$ cat src/pkg/pikw_map.svh
`ifndef PIKW_MAP_SVH
`define PIKW_MAP_SVH
// ************************************************
// pin groups
// ************************************************
`define PIKW_AD_W       16
`define PIKW_P_W        8
`define PIKW_L_W        3
`define PIKW_NPIN       27
`define PIKW_P_LSB      16
`define PIKW_L_LSB      24
// ************************************************
// filter
// ************************************************
`define PIKW_FILT_N     3'h4
`define PIKW_FILT_LAST  3'h3
// ************************************************
// register byte offsets
// ************************************************
`define PIKW_OFS_EXTCTL 12'h300
`define PIKW_OFS_CCMASK 12'h304
`define PIKW_OFS_AD_EN  12'h308
`define PIKW_OFS_AD_POL 12'h30c
`define PIKW_OFS_AD_FLG 12'h310
`define PIKW_OFS_P_EN   12'h314
`define PIKW_OFS_P_POL  12'h318
`define PIKW_OFS_P_FLG  12'h31c
`define PIKW_OFS_L_EN   12'h320
`define PIKW_OFS_L_FLG  12'h324
`define PIKW_OFS_OC_EN  12'h328
`define PIKW_OFS_STAT   12'h32c
`define PIKW_OFS_L_POL  12'h334
// ************************************************
// fields and reset values
// ************************************************
`define PIKW_EXT_EDGE   0
`define PIKW_EXT_CLRP   1
`define PIKW_EXT_EN     6
`define PIKW_CC_I       0
`define PIKW_CC_X       1
`define PIKW_RST_L_POL  3'h0
`endif

$ cat src/pkg/pikw_pkg.sv
`default_nettype none
package pikw_pkg;
`include "pikw_map.svh"
    typedef logic [`PIKW_NPIN-1:0] pikw_vec_t;
    typedef struct packed {
        logic [1:0]                    xs;
        logic [2:0]                    is;
        logic [2:0]                    rs;
        logic [1:0]                    oc1;
        logic [1:0]                    oc2;
        pikw_vec_t                     p1;
        pikw_vec_t                     p2;
        logic [`PIKW_NPIN-1:0][3:0]    filt;
        pikw_vec_t                     en;
        pikw_vec_t                     pol;
        pikw_vec_t                     flag;
        logic                          irq_edge;
        logic                          irq_en;
        logic                          irq_pend;
        logic                          imask;
        logic                          xmask;
        logic [1:0]                    oc_en;
        logic                          waitreq;
        logic [31:0]                   rdata;
        logic                          irq_req;
        logic                          nonmaskable_request_pin_req;
        logic                          ad_int;
        logic                          p_int;
        logic                          l_int;
        logic                          oct_int;
        logic                          ocp_int;
        logic                          wake;
    } pikw_state_t;
endpackage
`default_nettype wire

$ cat src/hdl/pikw_top.sv
// Functional notes
// - maskable request pin: active-low level or falling edge, chosen by control
// - non-maskable pin is an active-low level request, unmaskable once enabled
// - non-maskable mask bit is set by reset; software clears it
// - maskable request off after reset; needs enable set and cpu mask clear
// - clearing the maskable enable withdraws a pending request at once
// - both external request pins wake the device from stop
// - no glitch filter on the external request pins
// - ports AD, P, L: per-pin interrupt enable and edge polarity
// - one shared interrupt output per port
// - pin interrupts work whether the pin is input or output
// - port request when any flag and its enable are both set
// - enabled pin interrupt wakes from stop or wait
// - valid edge: 4 passive samples then 4 active samples
// - broken sample sequence restarts the filter
// - filters sampled every bus clock in run and wait
// - filters sampled on rc oscillator ticks in stop
// - port L polarity bits 2-0: one rising, zero falling
// - every source gated by local enable; non-maskable pin has none
`timescale 1ns/10ps
`default_nettype none
`include "pikw_map.svh"
module pikw_top (
    // clock, reset, enable
    input  wire logic        MCLK,
    input  wire logic        RST_N,
    input  wire logic        CE,
    // avalon-mm slave
    input  wire logic [11:0] AVS_ADDRESS,
    input  wire logic        AVS_READ,
    input  wire logic        AVS_WRITE,
    input  wire logic [31:0] AVS_WRITEDATA,
    input  wire logic [3:0]  AVS_BYTEENABLE,
    output logic      [31:0] AVS_READDATA,
    output logic             AVS_WAITREQUEST,
    // pins
    input  wire logic        EXT_REQUEST_N,
    input  wire logic        NONMASKABLE_REQUEST_PIN_N,
    input  wire logic [15:0] PORT_AD_PINS,
    input  wire logic [7:0]  PORT_P_PINS,
    input  wire logic [2:0]  PORT_L_PINS,
    input  wire logic        RC_OSC_CLK,
    input  wire logic        OC_T_FAULT,
    input  wire logic        OC_P_FAULT,
    // power mode
    input  wire logic        STOP_MODE,
    input  wire logic        WAIT_MODE,
    // cpu side
    output logic             IRQ_REQ,
    output logic             NONMASKABLE_REQUEST_PIN_REQ,
    output logic             PORT_AD_INT,
    output logic             PORT_P_INT,
    output logic             PORT_L_INT,
    output logic             OC_T_INT,
    output logic             OC_P_INT,
    output logic             WAKEUP_REQ
);
    // ************************************************
    // state
    // ************************************************
    pikw_pkg::pikw_state_t r_ff;
    pikw_pkg::pikw_state_t nxt_r;
    logic                   acc;
    logic                   wr_go;
    logic                   samp_en;
    logic                   fall;
    logic                   ext_act;
    logic                   pin_any;
    logic [15:0]            bm;
    pikw_pkg::pikw_vec_t    clr;
    pikw_pkg::pikw_vec_t    edges;
    pikw_pkg::pikw_vec_t    act;
    logic [31:0]            rd;
    logic [4:0]             fs;

    // ************************************************
    // helpers
    // ************************************************
    function automatic logic hit(input logic [11:0] a,
                                 input logic [11:0] ofs);
        hit = (a[11:2] == ofs[11:2]);
    endfunction

    // returns {edge, phase, count}
    function automatic logic [4:0] filt_step(input logic [3:0] st,
                                             input logic       a);
        logic [4:0] res;
        res = {1'b0, st};
        if (!st[3]) begin
            if (!a) begin
                if (st[2:0] != `PIKW_FILT_N) begin
                    res[2:0] = st[2:0] + 3'h1;
                end
            end else if (st[2:0] == `PIKW_FILT_N) begin
                res[3:0] = {1'b1, 3'h1};
            end else begin
                res[3:0] = 4'h0;
            end
        end else begin
            if (a) begin
                if (st[2:0] == `PIKW_FILT_LAST) begin
                    res = {1'b1, 4'h0};
                end else begin
                    res[2:0] = st[2:0] + 3'h1;
                end
            end else begin
                // this passive sample counts as the first of a new run
                res[3:0] = {1'b0, 3'h1};
            end
        end
        filt_step = res;
    endfunction

    // ************************************************
    // next state
    // ************************************************
    always_comb begin
        nxt_r = r_ff;
        acc = AVS_READ | AVS_WRITE;
        wr_go = AVS_WRITE & ~r_ff.waitreq;
        bm = {{8{AVS_BYTEENABLE[1]}}, {8{AVS_BYTEENABLE[0]}}};
        clr = '0;
        edges = '0;
        act = '0;
        rd = 32'h0;
        fs = 5'h0;

        // synchronisers, no filter on the request pins
        nxt_r.xs = {r_ff.xs[0], NONMASKABLE_REQUEST_PIN_N};
        nxt_r.is = {r_ff.is[1:0], EXT_REQUEST_N};
        nxt_r.rs = {r_ff.rs[1:0], RC_OSC_CLK};
        nxt_r.oc1 = {OC_P_FAULT, OC_T_FAULT};
        nxt_r.oc2 = r_ff.oc1;
        // pin level is read whatever the pin direction
        nxt_r.p1 = {PORT_L_PINS, PORT_P_PINS, PORT_AD_PINS};
        nxt_r.p2 = r_ff.p1;

        // filter sampling: bus clock in run/wait, rc ticks in stop
        samp_en = STOP_MODE ? (r_ff.rs[1] & ~r_ff.rs[2])
                            : 1'b1;
        for (int i = 0; i < `PIKW_NPIN; i++) begin
            act[i] = r_ff.p2[i] ~^ r_ff.pol[i];
            fs = filt_step(r_ff.filt[i], act[i]);
            if (samp_en) begin
                nxt_r.filt[i] = fs[3:0];
                edges[i] = fs[4];
            end
        end

        // ************************************************
        // register writes
        // ************************************************
        if (wr_go) begin
            if (hit(AVS_ADDRESS, `PIKW_OFS_EXTCTL) &&
                AVS_BYTEENABLE[0]) begin
                nxt_r.irq_edge = AVS_WRITEDATA[`PIKW_EXT_EDGE];
                nxt_r.irq_en = AVS_WRITEDATA[`PIKW_EXT_EN];
            end
            if (hit(AVS_ADDRESS, `PIKW_OFS_CCMASK) &&
                AVS_BYTEENABLE[0]) begin
                nxt_r.imask = AVS_WRITEDATA[`PIKW_CC_I];
                // once cleared it cannot be set again until reset
                nxt_r.xmask = r_ff.xmask & AVS_WRITEDATA[`PIKW_CC_X];
            end
            if (hit(AVS_ADDRESS, `PIKW_OFS_AD_EN)) begin
                nxt_r.en[15:0] = (r_ff.en[15:0] & ~bm)
                               | (AVS_WRITEDATA[15:0] & bm);
            end
            if (hit(AVS_ADDRESS, `PIKW_OFS_AD_POL)) begin
                nxt_r.pol[15:0] = (r_ff.pol[15:0] & ~bm)
                                | (AVS_WRITEDATA[15:0] & bm);
            end
            if (hit(AVS_ADDRESS, `PIKW_OFS_AD_FLG)) begin
                clr[15:0] = AVS_WRITEDATA[15:0] & bm;
            end
            if (AVS_BYTEENABLE[0]) begin
                if (hit(AVS_ADDRESS, `PIKW_OFS_P_EN)) begin
                    nxt_r.en[`PIKW_P_LSB +: `PIKW_P_W] =
                        AVS_WRITEDATA[7:0];
                end
                if (hit(AVS_ADDRESS, `PIKW_OFS_P_POL)) begin
                    nxt_r.pol[`PIKW_P_LSB +: `PIKW_P_W] =
                        AVS_WRITEDATA[7:0];
                end
                if (hit(AVS_ADDRESS, `PIKW_OFS_P_FLG)) begin
                    clr[`PIKW_P_LSB +: `PIKW_P_W] = AVS_WRITEDATA[7:0];
                end
                if (hit(AVS_ADDRESS, `PIKW_OFS_L_EN)) begin
                    nxt_r.en[`PIKW_L_LSB +: `PIKW_L_W] =
                        AVS_WRITEDATA[2:0];
                end
                if (hit(AVS_ADDRESS, `PIKW_OFS_L_POL)) begin
                    nxt_r.pol[`PIKW_L_LSB +: `PIKW_L_W] =
                        AVS_WRITEDATA[2:0];
                end
                if (hit(AVS_ADDRESS, `PIKW_OFS_L_FLG)) begin
                    clr[`PIKW_L_LSB +: `PIKW_L_W] = AVS_WRITEDATA[2:0];
                end
                if (hit(AVS_ADDRESS, `PIKW_OFS_OC_EN)) begin
                    nxt_r.oc_en = AVS_WRITEDATA[1:0];
                end
            end
        end

        // set beats clear so no edge is lost during a clear
        nxt_r.flag = (r_ff.flag & ~clr) | edges;

        // ************************************************
        // maskable and non-maskable external requests
        // ************************************************
        fall = r_ff.is[2] & ~r_ff.is[1];
        nxt_r.irq_pend = ((r_ff.irq_pend & ~(wr_go & AVS_BYTEENABLE[0]
                         & hit(AVS_ADDRESS, `PIKW_OFS_EXTCTL)
                         & AVS_WRITEDATA[`PIKW_EXT_CLRP]))
                         | (fall & r_ff.irq_edge))
                         & nxt_r.irq_en;
        ext_act = r_ff.irq_en & (r_ff.irq_edge ? r_ff.irq_pend
                                               : ~r_ff.is[1]);
        nxt_r.irq_req = ext_act & ~r_ff.imask;
        nxt_r.nonmaskable_request_pin_req = ~r_ff.xs[1] & ~r_ff.xmask;

        // ************************************************
        // port and over-current requests, wakeup
        // ************************************************
        nxt_r.ad_int = |(r_ff.flag[15:0] & r_ff.en[15:0]);
        nxt_r.p_int = |(r_ff.flag[`PIKW_P_LSB +: `PIKW_P_W]
                      & r_ff.en[`PIKW_P_LSB +: `PIKW_P_W]);
        nxt_r.l_int = |(r_ff.flag[`PIKW_L_LSB +: `PIKW_L_W]
                      & r_ff.en[`PIKW_L_LSB +: `PIKW_L_W]);
        nxt_r.oct_int = r_ff.oc2[0] & r_ff.oc_en[0];
        nxt_r.ocp_int = r_ff.oc2[1] & r_ff.oc_en[1];
        pin_any = |(r_ff.flag & r_ff.en);
        nxt_r.wake = ((STOP_MODE | WAIT_MODE) & pin_any)
                   | (STOP_MODE & (ext_act | ~r_ff.xs[1]));

        // ************************************************
        // read mux and handshake
        // ************************************************
        case ({2'h0, AVS_ADDRESS[11:2]})
            `PIKW_OFS_EXTCTL >> 2: begin
                rd[`PIKW_EXT_EDGE] = r_ff.irq_edge;
                rd[`PIKW_EXT_EN] = r_ff.irq_en;
            end
            `PIKW_OFS_CCMASK >> 2: begin
                rd[`PIKW_CC_I] = r_ff.imask;
                rd[`PIKW_CC_X] = r_ff.xmask;
            end
            `PIKW_OFS_AD_EN >> 2:  rd[15:0] = r_ff.en[15:0];
            `PIKW_OFS_AD_POL >> 2: rd[15:0] = r_ff.pol[15:0];
            `PIKW_OFS_AD_FLG >> 2: rd[15:0] = r_ff.flag[15:0];
            `PIKW_OFS_P_EN >> 2:   rd[7:0] = r_ff.en[23:16];
            `PIKW_OFS_P_POL >> 2:  rd[7:0] = r_ff.pol[23:16];
            `PIKW_OFS_P_FLG >> 2:  rd[7:0] = r_ff.flag[23:16];
            `PIKW_OFS_L_EN >> 2:   rd[2:0] = r_ff.en[26:24];
            `PIKW_OFS_L_FLG >> 2:  rd[2:0] = r_ff.flag[26:24];
            `PIKW_OFS_L_POL >> 2:  rd[2:0] = r_ff.pol[26:24];
            `PIKW_OFS_OC_EN >> 2:  rd[1:0] = r_ff.oc_en;
            `PIKW_OFS_STAT >> 2:   rd[26:0] = r_ff.p2;
            default:               rd = 32'h0;
        endcase
        // one wait state: data is latched on the same edge that drops waitrequest
        nxt_r.waitreq = ~(acc & r_ff.waitreq);
        if (acc & r_ff.waitreq) begin
            nxt_r.rdata = AVS_READ ? rd : 32'h0;
        end
    end

    // ************************************************
    // registers
    // ************************************************
    always_ff @(posedge MCLK) begin
        if (!RST_N) begin
            r_ff <= '0;
            r_ff.xs <= 2'h3;
            r_ff.is <= 3'h7;
            r_ff.xmask <= 1'b1;
            r_ff.imask <= 1'b1;
            r_ff.irq_en <= 1'b0;
            r_ff.pol[26:24] <= `PIKW_RST_L_POL;
            r_ff.waitreq <= 1'b1;
        end else if (CE) begin
            r_ff <= nxt_r;
        end
    end

    assign AVS_READDATA    = r_ff.rdata;
    assign AVS_WAITREQUEST = r_ff.waitreq;
    assign IRQ_REQ         = r_ff.irq_req;
    assign NONMASKABLE_REQUEST_PIN_REQ        = r_ff.nonmaskable_request_pin_req;
    assign PORT_AD_INT     = r_ff.ad_int;
    assign PORT_P_INT      = r_ff.p_int;
    assign PORT_L_INT      = r_ff.l_int;
    assign OC_T_INT        = r_ff.oct_int;
    assign OC_P_INT        = r_ff.ocp_int;
    assign WAKEUP_REQ      = r_ff.wake;
endmodule
`default_nettype wire

$ cat config.mk
export PLATFORM = sky130hd
export DESIGN_NAME = pikw_top
export DESIGN_NICKNAME = d
export VERILOG_FILES = /design/src/pkg/pikw_pkg.sv /design/src/hdl/pikw_top.sv
export VERILOG_INCLUDE_DIRS = /design/src /design/src/pkg
export SDC_FILE = /design/constraint.sdc
export NUM_CORES = 1
export LEC_CHECK = 0
export BUFFER_PORTS_ARGS = -buffer_cell sky130_fd_sc_hd__buf_2
export CELL_PAD_IN_SITES_DETAIL_PLACEMENT = 0
export CELL_PAD_IN_SITES_GLOBAL_PLACEMENT = 1
export CORE_ASPECT_RATIO = 1.2
export CORE_MARGIN = 2
export CORE_UTILIZATION = 41
export DETAILED_ROUTE_END_ITERATION = 12
export HOLD_SLACK_MARGIN = 0.05
export PLACE_DENSITY_LB_ADDON = 0.1
export SYNTH_ARGS = -nofsm -noshare
export SYNTH_HDL_FRONTEND = slang
export SYNTH_SLANG_ARGS = --single-unit
$ cat constraint.sdc
create_clock -name MCLK -period 1.65 [get_ports MCLK]
set_input_delay 0.0825 -clock MCLK [delete_from_list [all_inputs] [get_ports MCLK]]
set_output_delay 0.0825 -clock MCLK [all_outputs]
set_load 0.02 [all_outputs]
Yosys cells after proc, flatten, opt, wreduce, memory -nomap -nowiden
Index checks and enable logic that the tools add are counted.
{"block": "word_totals", "mem_bits_ro": 0, "memories": 0, "output_inout_bits": 41, "mem_bits_rw": 0, "in_bits": 87, "latchBits": 0, "wordCells": 662, "ff_bits": 303}
{"block": "classes", "n_mux": 315, "n_reduce_logical": 71, "mul": 0, "n_shift": 0, "n_eq_ne": 94, "div_mod_pow": 0, "n_addsub": 27, "order_cmp": 0, "n_bitwise": 71}
{"cell": "$mux 4", "n": 81}
{"cell": "$mux 3", "n": 82}
{"cell": "$eq 10x8->1 const B", "n": 13}
{"cell": "$mux 1", "n": 112}
{"cell": "$reduce_and 3->1", "n": 31}
{"cell": "$add 3x1->3 const B", "n": 27}
{"cell": "$eq 3x2->1 const B", "n": 27}
{"cell": "$eq 3x3->1 const B", "n": 27}
{"cell": "$ne 3x3->1 const B", "n": 27}
{"cell": "$reduce_bool 3->1", "n": 27}
{"cell": "$and 16x16->16", "n": 4}
{"cell": "$and 27x27->27", "n": 2}
{"cell": "$mux 2", "n": 27}
{"cell": "$mux 27", "n": 2}
{"cell": "$or 16x16->16", "n": 2}
{"cell": "$pmux 8 s4", "n": 1}
{"cell": "$not 27->27", "n": 1}
{"cell": "$or 27x27->27", "n": 1}
{"cell": "$reduce_or 27->1", "n": 1}
{"cell": "$xnor 1x1->1", "n": 27}
{"cell": "$mux 11", "n": 2}
{"cell": "$pmux 3 s7", "n": 1}
{"cell": "$reduce_and 4->1", "n": 5}
{"cell": "$and 1x1->1", "n": 18}
{"cell": "other kinds (17)", "n": 30}

Logic depth before layout (Yosys ltp)
{"block": "logic_depth", "ltp_word": 9, "mapped_depth": 8, "depth_no_buf": 7}

Least setup slack after synthesis
No wires, ideal clock.
{"block": "synth_timing", "path_kind": "register to register", "startpoint": "reg r_ff (netlist bit AVS_WAITREQUEST)", "endpoint": "reg (tool-made name)", "setup_ns": 0.126, "path_stages_with_launch": 8, "t_arrival_ns": 1.683, "synth_period_minus_slack_ns": 1.809, "setup_slack_ns": -0.159, "n_path_buf": 2, "required_ns": 1.524, "cell_sequence": "dfxtp_1 > nand3b_2 > nor4bb_1 > buf_2 > nand2_1 > clkbuf_1 > nand3_1 > o21ai_1"}
{"item": "from (decl)", "line": "pikw_top.sv:61", "rtl": "pikw_pkg::pikw_state_t r_ff;"}
{"item": "from (signal assigned)", "line": "pikw_top.sv:282", "rtl": "r_ff <= nxt_r;"}

Worst setup path in the final report
{"block": "layout_timing", "startpoint": "reg r_ff (netlist bit nxt_r[297])", "endpoint": "reg r_ff[67] in the netlist's numbering"}
{"block": "layout_between", "elab_chain_len": 4}
{"item": "$and 1x1->1", "line": "pikw_top.sv:139", "rtl": "samp_en = STOP_MODE ? (r_ff.rs[1] & ~r_ff.rs[2])"}
{"item": "$mux 1", "line": "pikw_top.sv:139"}
{"item": "$mux 1", "line": "pikw_top.sv:144", "rtl": "if (samp_en) begin"}
{"item": "$or 27x27->27", "line": "pikw_top.sv:206", "rtl": "nxt_r.flag = (r_ff.flag & ~clr) | edges;"}
Every way passes these cells.
A chain may end at the register's enable or synchronous reset.

==> flow_summary.toml <==
[clocking]
numClockSinks = 298
clock_latency_ns = 0.53
clock_path_buffers = 3
cts_htree_levels = 2
cts_tree = "built"
cts_root_buffer = "clkbuf_16"
cts_made_buffers = 35
cts.clk_slew.worst_paths_ns = 0.07

[global_route]
antenna_found_initial = 0
grt_max_degree = 79
globalRouteOverflowTotal = 0
grt_usage_pct = 22.4
grt_pass1_vias = 13476
grt_pass1_wl_um = 71900

[sta]
hold_viol = 0
fin_worst_skew_ns = 0.0172
finalCritPeriodShare_pct = 101
rsz0062_at_grt = "yes"
slew_headroom_pct = 47.1
fin_ws_ns = -0.00998
min_period_ns = 1.66
worstMarginPinSlew_ns = 0.791
fin_tns_setup_ns = -0.00998
setup_viol = 1
timing.final.max_slew_violations = 0
clock.fmax_ghz = 0.602

[finish]
seqCellArea_mm2 = 0.00597
final_common_cell = "dfxtp_1"
fin_cells = 2566
finalNetCount = 2258
multi_input_area_mm2 = 0.00894
final_cell_mix = "dfxtp_1, nor2_1, nand2_1, mux2i_1, inv_1"
final_layout_size_suffix_gt1_share_pct = 15.3
final_area_mm2 = 0.0194
synthToLayoutAreaGrowth_pct = 22.4
diodes = 0
fillers = 3598

[drt]
wl_per_cell_um = 17.7
vias = 13912
avgViaCountPerCell = 5.42
antenna_left = 0
finalWirelength_um = 45300
drtPass1Iterations = 5
drt_iter0_markers = 708
drc = 0

[critical_path]
crit_cells = 7
crit_fanout = 6
max_stage_delay_ns = 0.32
crit_buf_inv = 3
start_kind = "register"
crit_chain = "nor2b_4, buf_6, o21a_4, buf_12, nand4_1, buf_4, a311oi_2"
cp-endpoint = "r_ff[67]"
criticalPathCategory = "reg2reg"
cp_slowest_cell = "dfxtp_2"
cp-end-kind = "register"
r2r_end = "r_ff[67]"
critPathRequiredTime_ns = 2.09
crit_start = "nxt_r[297]"
crit_family = "buffers and inverters"
worstRegToRegCells = 7
rrSetupSlack_ns = -0.01
reg2reg_from = "nxt_r[297]"
worstPathArrival_ns = 2.10

[placed_design]
gp_congestion = 0.896
place_area_mm2 = 0.0174
dp_hpwl_um = 32000
portBuffers = 102
placedCellCount = 2445

[worst_hold_path]
hold_depth = 4
hp-class = "in2reg"
hold_path.startpoint = "AVS_ADDRESS[4]"

[logic_synthesis]
yosysSeqAreaShare_pct = 37.6
ys_ff_latch = 298
synthFlopType = "dfxtp_1"
syn_avg_cell_area_um2 = 8.43
yosysUniqueCellTypes = 64
ys_warn_count = 0
ys_async_sr_fraction_pct = 0
synthCells = 1879
synth-edff-count = 0
syn_area_mm2 = 0.0158

[power_and_ir_drop]
combPwrFrac_pct = 9.7
internal-power_mw = 12.9
p_sw_mw = 4.34
clockPowerShare_pct = 46.7
leakagePower_nw = 7.76
pwr_density_cell_mw_per_mm2 = 891
p_seq_share_pct = 43.6
sw_frac_of_total_pct = 25.1
ir_drop_v = 0.000738

[floorplanning]
io_pins = 128
die_w_um = 183
fp.coreArea_mm2 = 0.0380
die_height_um = 219
die_area_mm2 = 0.0402
rows = 78
start_util_pct = 41.7

[flow_run]
maxCapViolations = 0

[status]
outcome = "complete, but fails checks"
violations = "negative setup slack"
==> per-layer routing <==
metal	wire length, um	up-vias	part of all wire (%)	GRT usage (%)
met4	1270	0	2.8	7.47
met3	1760	66	3.9	3.19
met2	21500	248	47	38.0
met5	0	-	0	0
met1	20800	6621	46	29.0
li1	-	6977	-	-
==> metrics by stage <==
stage	power [mW]	setup WS (ns)	hold WS, ns	util [%]
final	17.3	-0.00998	0.122	51.1
after global placement	9.19	-0.0741	0.306	45.9
after detailed placement	9.21	-0.0542	0.307	45.9
after CTS	17.5	0.0000600	0.0823	50.5
after global routing	18.0	-0.0846	0.116	51.1
after floorplan	8.61	0.000989	0.192	-
==> cell families (layout without fill, tap and decap cells) <==
family          count (synthesis)  count (layout)  synth area share, %
buf+inv                       251             454                 6.92
flops                         298             298                 37.6
xor+xnor                       53              53                 2.93
mux                           135             135                 8.79
fa+ha+maj                     108             108                 8.53
compound gates                453             453                 18.0
simple gates                  580             580                 17.1
other cells                     1               5               0.0237
==> area by class of cell <==
| type | count | area share, % |
|---|---|---|
| well taps | 480 | 3.10 |
| inverters | 123 | 2.41 |
| repair buffers | 271 | 11.5 |
| flip-flops and latches | 298 | 30.8 |
| multi-input cells | 1334 | 46.1 |
| clock inverters | 14 | 0.800 |
| clock buffers | 46 | 5.31 |
==> power by group through the flow <==
stage	Sequential, mW	Combinational, mW	Clock [mW]
final	7.53	1.67	8.07
after global routing	7.55	1.86	8.58
after global placement	7.68	1.51	0
after CTS	7.53	1.63	8.32
after floorplan	7.63	0.974	0
after detailed placement	7.68	1.52	0
==> worst reg2reg max path: cells and delay by family, from the launching register on <==
family | cells | cell delay (ns)
flops | 1 | 0.32
buf+inv | 3 | 0.48
compound gates | 2 | 0.44
simple gates | 2 | 0.34
==> synth_stat cells, drive strengths merged, types with 38 or more instances <==
cell type | number | area (um^2)
clkbuf | 58 | 218
buf | 70 | 418
o21ai | 161 | 806
nor2 | 233 | 875
nand3 | 78 | 400
dfxtp | 298 | 5970
ha | 108 | 1350
a21oi | 109 | 546
nor3 | 38 | 224
inv | 123 | 462
mux2i | 129 | 1290
nand2 | 136 | 513
==> how the worst min path moves through the flow <==
stage                 endpoint  slack (ns)
floorplan             r_ff[66]        0.19
global placement    nxt_r[302]        0.31
detailed placement  nxt_r[302]        0.31
CTS                   r_ff[99]        0.08
global route          r_ff[99]        0.12
finish                r_ff[99]        0.12
==> timing repair <==
| action | 4_1_cts | 5_1_grt |
|---|---|---|
| setup endpoints to repair | 2 | 80 |
| endpoints found under the hold margin | 116 | 0 |
| hold buffers | 54 | 0 |
| pin swaps | 1 | 10 |
| cloned | 0 | 3 |
| buffers inserted | 1 | 3 |
| gates resized for setup | 0 | 30 |
Note: power is estimated with default switching activity, not from simulation.
